**config.mk**
```make
export PLATFORM = sky130hd
export DESIGN_NAME = drs_sequencer
export DESIGN_NICKNAME = d
export VERILOG_FILES = /design/src/drs_pkg.sv /design/src/drs_sync.sv /design/src/drs_sequencer.sv
export VERILOG_INCLUDE_DIRS = /design/src
export SDC_FILE = /design/constraint.sdc
export NUM_CORES = 1
export LEC_CHECK = 0
export ABC_AREA = 1
export ABC_CLOCK_PERIOD_IN_PS = 2000
export BUFFER_PORTS_ARGS = -buffer_cell sky130_fd_sc_hd__buf_2
export CAP_MARGIN = 20
export CORE_MARGIN = 5
export CORE_UTILIZATION = 45
export DETAILED_ROUTE_END_ITERATION = 8
export GPL_ROUTABILITY_DRIVEN = 1
export PLACE_DENSITY_LB_ADDON = 0.15
export SYNTH_ARGS = -nofsm -noshare
export SYNTH_HDL_FRONTEND = slang
export SYNTH_SLANG_ARGS = --single-unit
```
**constraint.sdc**
```tcl
create_clock -name clk_sys -period 2 [get_ports clk_sys]
set_clock_uncertainty 0.15 [all_clocks]
set_input_delay 0.1 -clock clk_sys [delete_from_list [all_inputs] [get_ports clk_sys]]
set_output_delay 0.1 -clock clk_sys [all_outputs]
set_load 0.01 [all_outputs]
```
**src/drs_defines.svh**
```systemverilog
/*
 * shared constants for the dram row/column strobe sequencer.
 * assumes inclusion by bare name from the same folder.
 */
`ifndef DRS_DEFINES_SVH
`define DRS_DEFINES_SVH

// ************************************************************
// geometry
// ************************************************************
`define DRS_CPU_ADDR_W 16
`define DRS_CELL_ADDR_W 14
`define DRS_HALF_ADDR_W 7
`define DRS_ROW_LSB 0
`define DRS_COL_LSB 7
`define DRS_SEL_BIT_LO 14
`define DRS_SEL_BIT_HI 15

// ************************************************************
// levels and timing
// ************************************************************
`define DRS_STROBE_IDLE 1'b1
`define DRS_STROBE_ACTIVE 1'b0
`define DRS_CLK_PERIOD_NS 20
`define DRS_CAS_DELAY_NS 10
`define DRS_CAS_DELAY_CYC (((`DRS_CAS_DELAY_NS) + (`DRS_CLK_PERIOD_NS) - 1) / (`DRS_CLK_PERIOD_NS))

`endif

```
**src/drs_pkg.sv**
```systemverilog
/*
 * types for the dram row/column strobe sequencer.
 * assumes drs_defines.svh is reachable.
 */
`include "drs_defines.svh"
package drs_pkg;
    typedef enum logic [1:0] {
        drs_idle = 2'b00,
        drs_row = 2'b01,
        drs_col = 2'b11,
        drs_refresh_cycle_n = 2'b10
    } drs_phase_type;
endpackage

```
**src/drs_sync.sv**
```systemverilog
/*
 * two flip-flop synchroniser for a bus of levels.
 * assumes an asynchronous active-high reset; reset value is a parameter.
 */
module drs_sync #(
    parameter int WIDTH = 1,
    parameter logic [WIDTH-1:0] RESET_VALUE = '1
) (
    // clock and reset
    input wire logic clk_sys,
    input wire logic sys_rst,
    // data
    input wire logic [WIDTH-1:0] async_in,
    output logic [WIDTH-1:0] sync_out
);
    logic [WIDTH-1:0] meta;

    always_ff @(posedge clk_sys or posedge sys_rst) begin
        if (sys_rst) begin
            meta <= RESET_VALUE;
            sync_out <= RESET_VALUE;
        end else begin
            meta <= async_in;
            sync_out <= meta;
        end
    end
endmodule

```
**src/drs_sequencer.sv**
```systemverilog
/*
 * strobe sequencer for a 16k byte multiplexed-address dram bank.
 * assumes cpu bus strobes arrive asynchronously and are synchronised here;
 * dram data pins are joined to the cpu data bus outside, read data passed back.
 */
`include "drs_defines.svh"

// What this block does
// - the 16k byte bank answers only in the top quarter of the cpu address space.
// - with the mux select low the dram address carries the row half before row strobe falls.
// - a low on request or refresh passes two synchroniser stages and drives row strobe low at the third rising edge.
// - the bank is selected only when request is low and address bits 14 and 15 are high.
// - while selected a first clocked stage goes low and switches the mux to the column half.
// - column strobe comes from a second stage after the first so the column address settles.
// - with column strobe low the dram latches the column address on the mux outputs.
// - request returning high raises row strobe and presets both stages so column strobe rises.
// - while column strobe is low on a read the dram data of the latched address goes to the cpu data bus.
// - a low refresh drives row strobe low through the same stage with no column strobe.
// - row strobe rises only when refresh and request are both high.
// - write enable is low while write strobe and request are both low and the bank is selected.
// - a 14 bit cell address goes out as a 7 bit row part then a 7 bit column part.
// - the strobe stages run on the cpu clock.
module drs_sequencer (
    // clock and reset
    input wire logic clk_sys,
    input wire logic sys_rst,
    // cpu bus
    input wire logic memory_request_n,
    input wire logic refresh_cycle_n,
    input wire logic write_strobe_n,
    input wire logic [`DRS_CPU_ADDR_W-1:0] cpu_addr,
    input wire logic [7:0] dram_data_in,
    output logic [7:0] cpu_read_data,
    output logic cpu_read_valid,
    // dram array
    output logic [`DRS_HALF_ADDR_W-1:0] dram_addr,
    output logic row_strobe_n,
    output logic col_strobe_n,
    output logic write_enable_n,
    output logic mux_select
);
    // ************************************************************
    // input synchronisers
    // ************************************************************
    logic [2:0] strobes;
    logic memory_request_n_n;
    logic refresh_cycle_n_n;
    logic wr_n;
    logic [`DRS_CPU_ADDR_W-1:0] addr;

    drs_sync #(.WIDTH(3), .RESET_VALUE(3'h7)) u_sync_strobes (
        .clk_sys(clk_sys),
        .sys_rst(sys_rst),
        .async_in({memory_request_n, refresh_cycle_n, write_strobe_n}),
        .sync_out(strobes)
    );

    drs_sync #(.WIDTH(`DRS_CPU_ADDR_W), .RESET_VALUE(16'h0000)) u_sync_addr (
        .clk_sys(clk_sys),
        .sys_rst(sys_rst),
        .async_in(cpu_addr),
        .sync_out(addr)
    );

    assign memory_request_n_n = strobes[2];
    assign refresh_cycle_n_n = strobes[1];
    assign wr_n = strobes[0];

    // ************************************************************
    // decode
    // ************************************************************
    function automatic logic bank_hit(input logic req_n, input logic [`DRS_CPU_ADDR_W-1:0] a);
        bank_hit = !req_n && a[`DRS_SEL_BIT_LO] && a[`DRS_SEL_BIT_HI];
    endfunction

    // high while the row stage holds the column stages preset
    function automatic logic stages_preset(input logic req_n, input logic ras_n);
        stages_preset = req_n || ras_n;
    endfunction

    logic select_n;
    logic row_req_n;
    logic stage1_n;
    drs_pkg::drs_phase_type phase;

    assign select_n = !(bank_hit(memory_request_n_n, addr) && refresh_cycle_n_n);
    assign row_req_n = memory_request_n_n && refresh_cycle_n_n;

    // ************************************************************
    // row strobe stage
    // ************************************************************
    always_ff @(posedge clk_sys or posedge sys_rst) begin
        if (sys_rst) begin
            row_strobe_n <= `DRS_STROBE_IDLE;
        end else begin
            row_strobe_n <= row_req_n;
        end
    end

    // ************************************************************
    // column stages, preset by the row stage
    // ************************************************************
    always_ff @(posedge clk_sys or posedge sys_rst) begin
        if (sys_rst) begin
            stage1_n <= `DRS_STROBE_IDLE;
            col_strobe_n <= `DRS_STROBE_IDLE;
            mux_select <= 1'b0;
        end else if (stages_preset(row_req_n, row_strobe_n)) begin
            stage1_n <= `DRS_STROBE_IDLE;
            col_strobe_n <= `DRS_STROBE_IDLE;
            mux_select <= 1'b0;
        end else begin
            stage1_n <= select_n;
            mux_select <= !select_n;
            col_strobe_n <= stage1_n;
        end
    end

    // ************************************************************
    // address multiplexer
    // ************************************************************
    always_ff @(posedge clk_sys or posedge sys_rst) begin
        if (sys_rst) begin
            dram_addr <= '0;
        end else if (stages_preset(row_req_n, row_strobe_n)) begin
            dram_addr <= addr[`DRS_ROW_LSB +: `DRS_HALF_ADDR_W];
        end else if (!select_n) begin
            dram_addr <= addr[`DRS_COL_LSB +: `DRS_HALF_ADDR_W];
        end
    end

    // ************************************************************
    // write enable
    // ************************************************************
    always_ff @(posedge clk_sys or posedge sys_rst) begin
        if (sys_rst) begin
            write_enable_n <= `DRS_STROBE_IDLE;
        end else begin
            write_enable_n <= !(!wr_n && !memory_request_n_n && refresh_cycle_n_n && !select_n);
        end
    end

    // ************************************************************
    // read return
    // ************************************************************
    always_ff @(posedge clk_sys or posedge sys_rst) begin
        if (sys_rst) begin
            cpu_read_data <= 8'h00;
            cpu_read_valid <= 1'b0;
        end else begin
            cpu_read_valid <= 1'b0;
            if (!col_strobe_n && wr_n) begin
                cpu_read_data <= dram_data_in;
                cpu_read_valid <= !row_req_n;
            end
        end
    end

    // ************************************************************
    // phase tracking for coverage
    // ************************************************************
    always_ff @(posedge clk_sys or posedge sys_rst) begin
        if (sys_rst) begin
            phase <= drs_pkg::drs_idle;
        end else begin
            case (phase)
                drs_pkg::drs_idle: begin
                    if (!row_req_n && !refresh_cycle_n_n) phase <= drs_pkg::drs_refresh_cycle_n;
                    else if (!row_req_n) phase <= drs_pkg::drs_row;
                end
                drs_pkg::drs_row: begin
                    if (row_req_n) phase <= drs_pkg::drs_idle;
                    else if (!col_strobe_n) phase <= drs_pkg::drs_col;
                end
                drs_pkg::drs_col: begin
                    if (row_req_n) phase <= drs_pkg::drs_idle;
                end
                drs_pkg::drs_refresh_cycle_n: begin
                    if (row_req_n) phase <= drs_pkg::drs_idle;
                end
                default: phase <= drs_pkg::drs_idle;
            endcase
        end
    end

    // ************************************************************
    // checks
    // ************************************************************
    property p_row_follows;
        @(posedge clk_sys) disable iff (sys_rst) 1'b1 |=> row_strobe_n == $past(row_req_n);
    endproperty
    a_row_follows: assert property (p_row_follows) else $error("row strobe not one edge after request");

    property p_row_high_both;
        @(posedge clk_sys) disable iff (sys_rst) $rose(row_strobe_n) |-> $past(memory_request_n_n && refresh_cycle_n_n);
    endproperty
    a_row_high_both: assert property (p_row_high_both) else $error("row strobe rose with a request low");

    property p_cas_after_ras;
        @(posedge clk_sys) disable iff (sys_rst) !col_strobe_n |-> !row_strobe_n;
    endproperty
    a_cas_after_ras: assert property (p_cas_after_ras) else $error("column strobe low without row strobe");

    property p_cas_two_stage;
        @(posedge clk_sys) disable iff (sys_rst) $fell(col_strobe_n) |-> $past(!stage1_n) && $past(mux_select);
    endproperty
    a_cas_two_stage: assert property (p_cas_two_stage) else $error("column strobe fell before first stage");

    property p_no_cas_refresh;
        @(posedge clk_sys) disable iff (sys_rst) !refresh_cycle_n_n ##1 !refresh_cycle_n_n |-> col_strobe_n && write_enable_n;
    endproperty
    a_no_cas_refresh: assert property (p_no_cas_refresh) else $error("column strobe during refresh");

    property p_select_decode;
        @(posedge clk_sys) disable iff (sys_rst) !stage1_n |-> $past(bank_hit(memory_request_n_n, addr));
    endproperty
    a_select_decode: assert property (p_select_decode) else $error("first stage low outside the bank");

    property p_we;
        @(posedge clk_sys) disable iff (sys_rst) !write_enable_n |-> $past(!wr_n && !memory_request_n_n);
    endproperty
    a_we: assert property (p_we) else $error("write enable without write and request");

    property p_release;
        @(posedge clk_sys) disable iff (sys_rst) $rose(memory_request_n_n) && refresh_cycle_n_n |-> ##1 row_strobe_n ##1 col_strobe_n;
    endproperty
    a_release: assert property (p_release) else $error("strobes not released after request");

    property p_row_addr_idle;
        @(posedge clk_sys) disable iff (sys_rst)
            row_strobe_n && row_req_n
            |=> dram_addr == $past(addr[`DRS_ROW_LSB +: `DRS_HALF_ADDR_W]);
    endproperty
    a_row_addr_idle: assert property (p_row_addr_idle) else $error("row half not on dram address");

    property p_row_mux_low;
        @(posedge clk_sys) disable iff (sys_rst)
            $fell(row_strobe_n)
            |-> !mux_select;
    endproperty
    a_row_mux_low: assert property (p_row_mux_low) else $error("mux on column when row strobe fell");

    property p_col_addr;
        @(posedge clk_sys) disable iff (sys_rst)
            mux_select
            |-> dram_addr == $past(addr[`DRS_COL_LSB +: `DRS_HALF_ADDR_W]);
    endproperty
    a_col_addr: assert property (p_col_addr) else $error("column half not on dram address");

    property p_mux_stage1;
        @(posedge clk_sys) disable iff (sys_rst)
            1'b1
            |-> mux_select != stage1_n;
    endproperty
    a_mux_stage1: assert property (p_mux_stage1) else $error("mux select not tied to first stage");

    property p_preset;
        @(posedge clk_sys) disable iff (sys_rst)
            row_strobe_n
            |-> col_strobe_n && stage1_n && !mux_select;
    endproperty
    a_preset: assert property (p_preset) else $error("column stages not preset");

    property p_idle_no_we;
        @(posedge clk_sys) disable iff (sys_rst)
            row_strobe_n
            |-> write_enable_n;
    endproperty
    a_idle_no_we: assert property (p_idle_no_we) else $error("write enable without row strobe");

    property p_refresh_row;
        @(posedge clk_sys) disable iff (sys_rst)
            !refresh_cycle_n_n
            |=> !row_strobe_n;
    endproperty
    a_refresh_row: assert property (p_refresh_row) else $error("refresh gave no row strobe");

    property p_we_select;
        @(posedge clk_sys) disable iff (sys_rst)
            !write_enable_n
            |-> $past(!select_n);
    endproperty
    a_we_select: assert property (p_we_select) else $error("write enable outside the bank");

    property p_read_valid;
        @(posedge clk_sys) disable iff (sys_rst)
            cpu_read_valid
            |-> $past(!col_strobe_n && !row_req_n && wr_n);
    endproperty
    a_read_valid: assert property (p_read_valid) else $error("read valid outside a read");

    property p_read_data;
        @(posedge clk_sys) disable iff (sys_rst)
            cpu_read_valid
            |-> cpu_read_data == $past(dram_data_in);
    endproperty
    a_read_data: assert property (p_read_data) else $error("read data not taken from dram");

    // ************************************************************
    // covers
    // ************************************************************
    c_read: cover property (@(posedge clk_sys) disable iff (sys_rst) $fell(col_strobe_n) && write_enable_n);
    c_write: cover property (@(posedge clk_sys) disable iff (sys_rst) !col_strobe_n && !write_enable_n);
    c_refresh: cover property (@(posedge clk_sys) disable iff (sys_rst) phase == drs_pkg::drs_refresh_cycle_n);
    c_outside: cover property (@(posedge clk_sys) disable iff (sys_rst) !row_strobe_n && !bank_hit(memory_request_n_n, addr));
    c_release: cover property (@(posedge clk_sys) disable iff (sys_rst) $rose(col_strobe_n));
endmodule

```
# == Word-level counts from Yosys, hierarchy flattened ==
# Index checks and enable logic that the tools add are counted.
# word_totals
register_bits,59
in_bits,29
output_inout_bits,20
word_cells,34
# op_classes
muxes,6
reduce_logical,16
# op_table
cell,count
two-way mux 7 bit,2
logical AND 1 bit,8
zero test 1 bit,6
two-way mux 1 bit,4
nonzero test 2 bit,1
logical OR 1 bit,1

# == Depth between registers and ports, before layout ==
# depth
depth_word,6
mapped_depth,6

# == Modules after synthesis ==
# A second synthesis with hierarchy kept.
# unflattened
hier_cells,148
hier_area_um2,1940.6
# modules_own_cells
mod,n_inst,cells_per_inst,area_each_um2
drs_sequencer,1,108,974.7
drs_sync (u_sync_addr),1,33,804.5
drs_sync (u_sync_strobes),1,7,161.4

# == Least setup slack after synthesis ==
# Ideal clock, no wire load.
# synth_path
kind,register to register
startpoint,register u_sync_strobes.sync_out[1]
endpoint,register write_enable_n
setup_time_ns,0.082
arrival_time_ns,0.992
path_slack_ns,0.776
path_stages_with_launch,5
path_buffers,0
period_less_slack_ns,1.224
cell_sequence,dfstp_2 > inv_1 > nor2_1 > nand2_2 > or2_1
# synth_between
elab_chain_len,3
word_cells_on_any_way,4
cone_classes,reduce/logical (4)
# synth_lines
item,line_no,source
"start, declared",drs_sync.sv:14,output logic [WIDTH-1:0] sync_out
"start signal, assigned",drs_sync.sv:24,sync_out <= meta;
"logical AND 1 bit, on equally long branches","drs_sequencer.sv:139, drs_sequencer.sv:86",
logical AND 1 bit *,drs_sequencer.sv:139,write_enable_n <= !(!wr_n && !memory_request_n_n && refresh_cycle_n_n && !select_n);
zero test 1 bit *,drs_sequencer.sv:139,
"end signal, assigned",drs_sequencer.sv:137,write_enable_n <= `DRS_STROBE_IDLE;
"end signal, assigned",drs_sequencer.sv:139,
"end, declared",drs_sequencer.sv:39,"output logic write_enable_n,"
# Mark *: on every way between the ends. The rest lies on a longest branch, timed or not.
# A chain may end at the register's enable or synchronous reset.

# == Worst setup path in the final report ==
# layout_path
startpoint,register col_strobe_n
endpoint,register cpu_read_data[5]
# layout_between
elab_chain_len,2
# layout_lines
item,line_no,source
"start, declared",drs_sequencer.sv:38,"output logic col_strobe_n,"
"start signal, assigned",drs_sequencer.sv:106,col_strobe_n <= `DRS_STROBE_IDLE;
"start signal, assigned",drs_sequencer.sv:110,col_strobe_n <= `DRS_STROBE_IDLE;
"start signal, assigned",drs_sequencer.sv:115,col_strobe_n <= stage1_n;
zero test 1 bit,n/a,
logical AND 1 bit,drs_sequencer.sv:152,if (!col_strobe_n && wr_n) begin
"end signal, assigned",drs_sequencer.sv:153,cpu_read_data <= dram_data_in;
"end, declared",drs_sequencer.sv:33,"output logic [7:0] cpu_read_data,"
# Every way passes these cells.

==> results.toml <==
[clock_tree]
cts_tree = "done"
postCtsSetupBuffers = 0
path_clk_slew_ns = 0.06
cts_buffer_depth = 2
clock_latency_ns = 0.33
root_buffer = "clkbuf_8"
clock-sinks = 59
htree_levels = 3
cts_buffers = 9

[critical_path]
timing.critical_path.to = "cpu_read_data[5]"
cp_data_arrival_time_ns = 1.48
rr_worst_depth = 4
cpPeakStageDelay_ns = 0.53
r2r_end = "cpu_read_data[5]"
cp-start-kind = "flip-flop"
path_depth = 4
r2r-start = "col_strobe_n"
worst-path-buf-inv = 1
slowest_stage = "dfstp_2"
cp_top_family = "flip-flops"
startpoint = "col_strobe_n"
worstPathRequired_ns = 2.12
ff2ff_setup_slack_ns = 0.63
cpMostUsedCell = "nand2_1"
crit_type = "flip-flop to flip-flop"
cp_cell_sequence = "clkinv_1 > nand2_2 > nand2_1 > nand2_1"
cp_max_fo = 9
crit_path_end_kind = "flip-flop"

[timing]
fmax_mhz = 731
tns_ns = 0
slew_headroom_pct = 80.2
slew_viol_final = 0
hold_violations = 0
finalSetupViolCount = 0
fin_crit_sh_pct = 68.4
final_period_minus_worst_setup_slack_ns = 1.37
worstMarginPinSlew_ns = 0.298
rsz0062_at_grt = "no"
setup_slack_ns = 0.631

[logic_synthesis]
synth_area_um2 = 1870
yosys_register_bits = 59
ys_seq_area_share_pct = 79.5
yosys-top-cells-count = "49 x dfrtp_1, 45 x nand2_1, 22 x nand3_1"
ys_warn_count = 0
synth_nets = 174
yosysTopAreaCell = "dfrtp_1"
synth_most_common_cell = "dfrtp_1"
ys_top_cells_by_area = "dfrtp_1 65%, dfstp_2 14%, nand2_1 9.0%"
synth-async-reset-ratio_pct = 100
syn_inst = 145
synthFlopType = "dfrtp_1"
synth_edf_count = 0
synth.top_cell.area_share_pct = 65.5
synth.distinct_cells = 14
avgSynthCellArea_um2 = 12.9

[global_route]
grt.total_usage_pct = 15.3
antenna_found_initial = 0
grt_pass1_wl_um = 6040
grt_pass1_vias = 1317
grt-ovfl-total = 0
grt_start_max_net_pins = 60

[die]
die_height_um = 74.5
io_pins = 49
core_area_um2 = 4030
start_util_pct = 46.5
die-area_um2 = 5550
die_w_um = 74.5
rows = 23

[final_layout]
drive_above_1_share_pct = 34.6
fin_util_pct = 66.5
fillers = 300
syn2layout_area_growth_pct = 43.1
diodes = 0
nets = 261

[route]
drtPass1Iterations = 4
wl_um = 3700
drcViolationCount = 0
drtIter0Drc = 56
final_antenna_net_count = 0
vias = 1315
wl_per_cell_um = 12.9
vias_per_cell = 4.58

[pwr]
ir_worst_vdd_v = 0.000622
p_per_area_nw_per_um2 = 1040
power_leakage_nw = 1.36
power.total_mw = 2.79

[placement]
gp_congestion = 0.738
portBuffers = 48
hpwl_um = 2350
place_ws_ns = 0.655

[min_path]
hold_path_class = "flip-flop to flip-flop"

[run]
drv_cap = 0

[run_status]
status = "completed"
==> sequential cells by signal, summed over array words and instances (netlist names) <==
register,count
dram_addr,7
col_strobe_n,1
write_enable_n,1
mux_select,1
u_sync_strobes.meta,3
u_sync_addr.sync_out,16
stage1_n,1
u_sync_addr.meta,16
u_sync_strobes.sync_out,3
cpu_read_data,8
row_strobe_n,1
cpu_read_valid,1
==> layout by cell type (no fill, tap or decap) <==
cell and n:
buf_12 1, buf_2 48, bufinv_16 2, clkbuf_1 2
clkbuf_8 9, clkinv_1 1, clkinv_2 2, clkinvlp_4 1
dfrtp_1 49, dfstp_2 10, dlygate4sd3_1 28, inv_1 4
inv_2 2, inv_6 1, nand2_1 45, nand2_2 3
nand2_4 2, nand3_1 22, nor2_1 3, or2_1 1
or2_2 1
==> where the power goes <==
part | internal (mW) | switching (mW)
logic | 0.140 | 0.161
registers | 1.30 | 0.0490
clock network | 0.697 | 0.437
total | 2.14 | 0.647
==> cell type report <==
cell class | instances | area (µm²) | share of cell area (%)
Sequential cell | 59 | 1490 | 55.6
Timing Repair Buffer | 77 | 541 | 20.2
Multi-Input combinational cell | 77 | 344 | 12.8
Clock buffer | 11 | 131 | 4.90
Clock inverter | 5 | 77.6 | 2.89
Tap cell | 50 | 62.6 | 2.33
Inverter | 8 | 35.0 | 1.31
==> kinds of logic after synthesis <==
family / Yosys count / synth area share [%]
and+or+nand+nor: 77 / 18.4
DFF: 59 / 79.5
buffers and inverters: 9 / 2.14
==> routing by layer <==
| metal | share of wire (%) | up-vias | wire, µm | GRT usage (%) |
|---|---|---|---|---|
| met5 | 0 | - | 0 | 0 |
| met2 | 55 | 46 | 2020 | 25.2 |
| met3 | 7.8 | 4 | 288 | 7.30 |
| li1 | - | 628 | - | - |
| met4 | 0.97 | 0 | 36 | 8.10 |
| met1 | 37 | 637 | 1350 | 16.4 |
==> metrics by stage <==
step	std cells	hold slack, ns	instance area, µm²
after floorplan	145	-0.0455	1870
after detailed placement	243	0.0294	2190
final	287	0.197	2680
after CTS	287	0.198	2680
after global placement	243	0.0184	2190
after global routing	287	0.203	2680
==> worst reg2reg max path, cell delays in order (launching register included) <==
cell and delay [ns]:
dfstp_2 0.53, clkinv_1 0.22, nand2_2 0.26, nand2_1 0.08, nand2_1 0.07
==> worst min path at each step <==
stage | from | to | slack [ns] | cells after the start
4_1_cts | u_sync_addr.meta[1] | u_sync_addr.sync_out[1] | 0.20 | 0
3_3_place_gp | sys_rst | u_sync_addr.sync_out[15] | 0.02 | 3
5_1_grt | u_sync_addr.meta[6] | u_sync_addr.sync_out[6] | 0.20 | 0
2_1_floorplan | write_strobe_n | u_sync_strobes.meta[0] | -0.05 | 0
3_5_place_dp | sys_rst | u_sync_addr.meta[14] | 0.03 | 3
6_report | u_sync_addr.meta[9] | u_sync_addr.sync_out[9] | 0.20 | 0
==> what timing repair did <==
| item | CTS | global route |
|---|---|---|
| gates resized for setup | 0 | 0 |
| endpoints found under the hold margin | 86 | 0 |
| endpoints found under the setup margin | 0 | 0 |
| hold buffers | 28 | 0 |
Power figures use the tool's default switching activity.
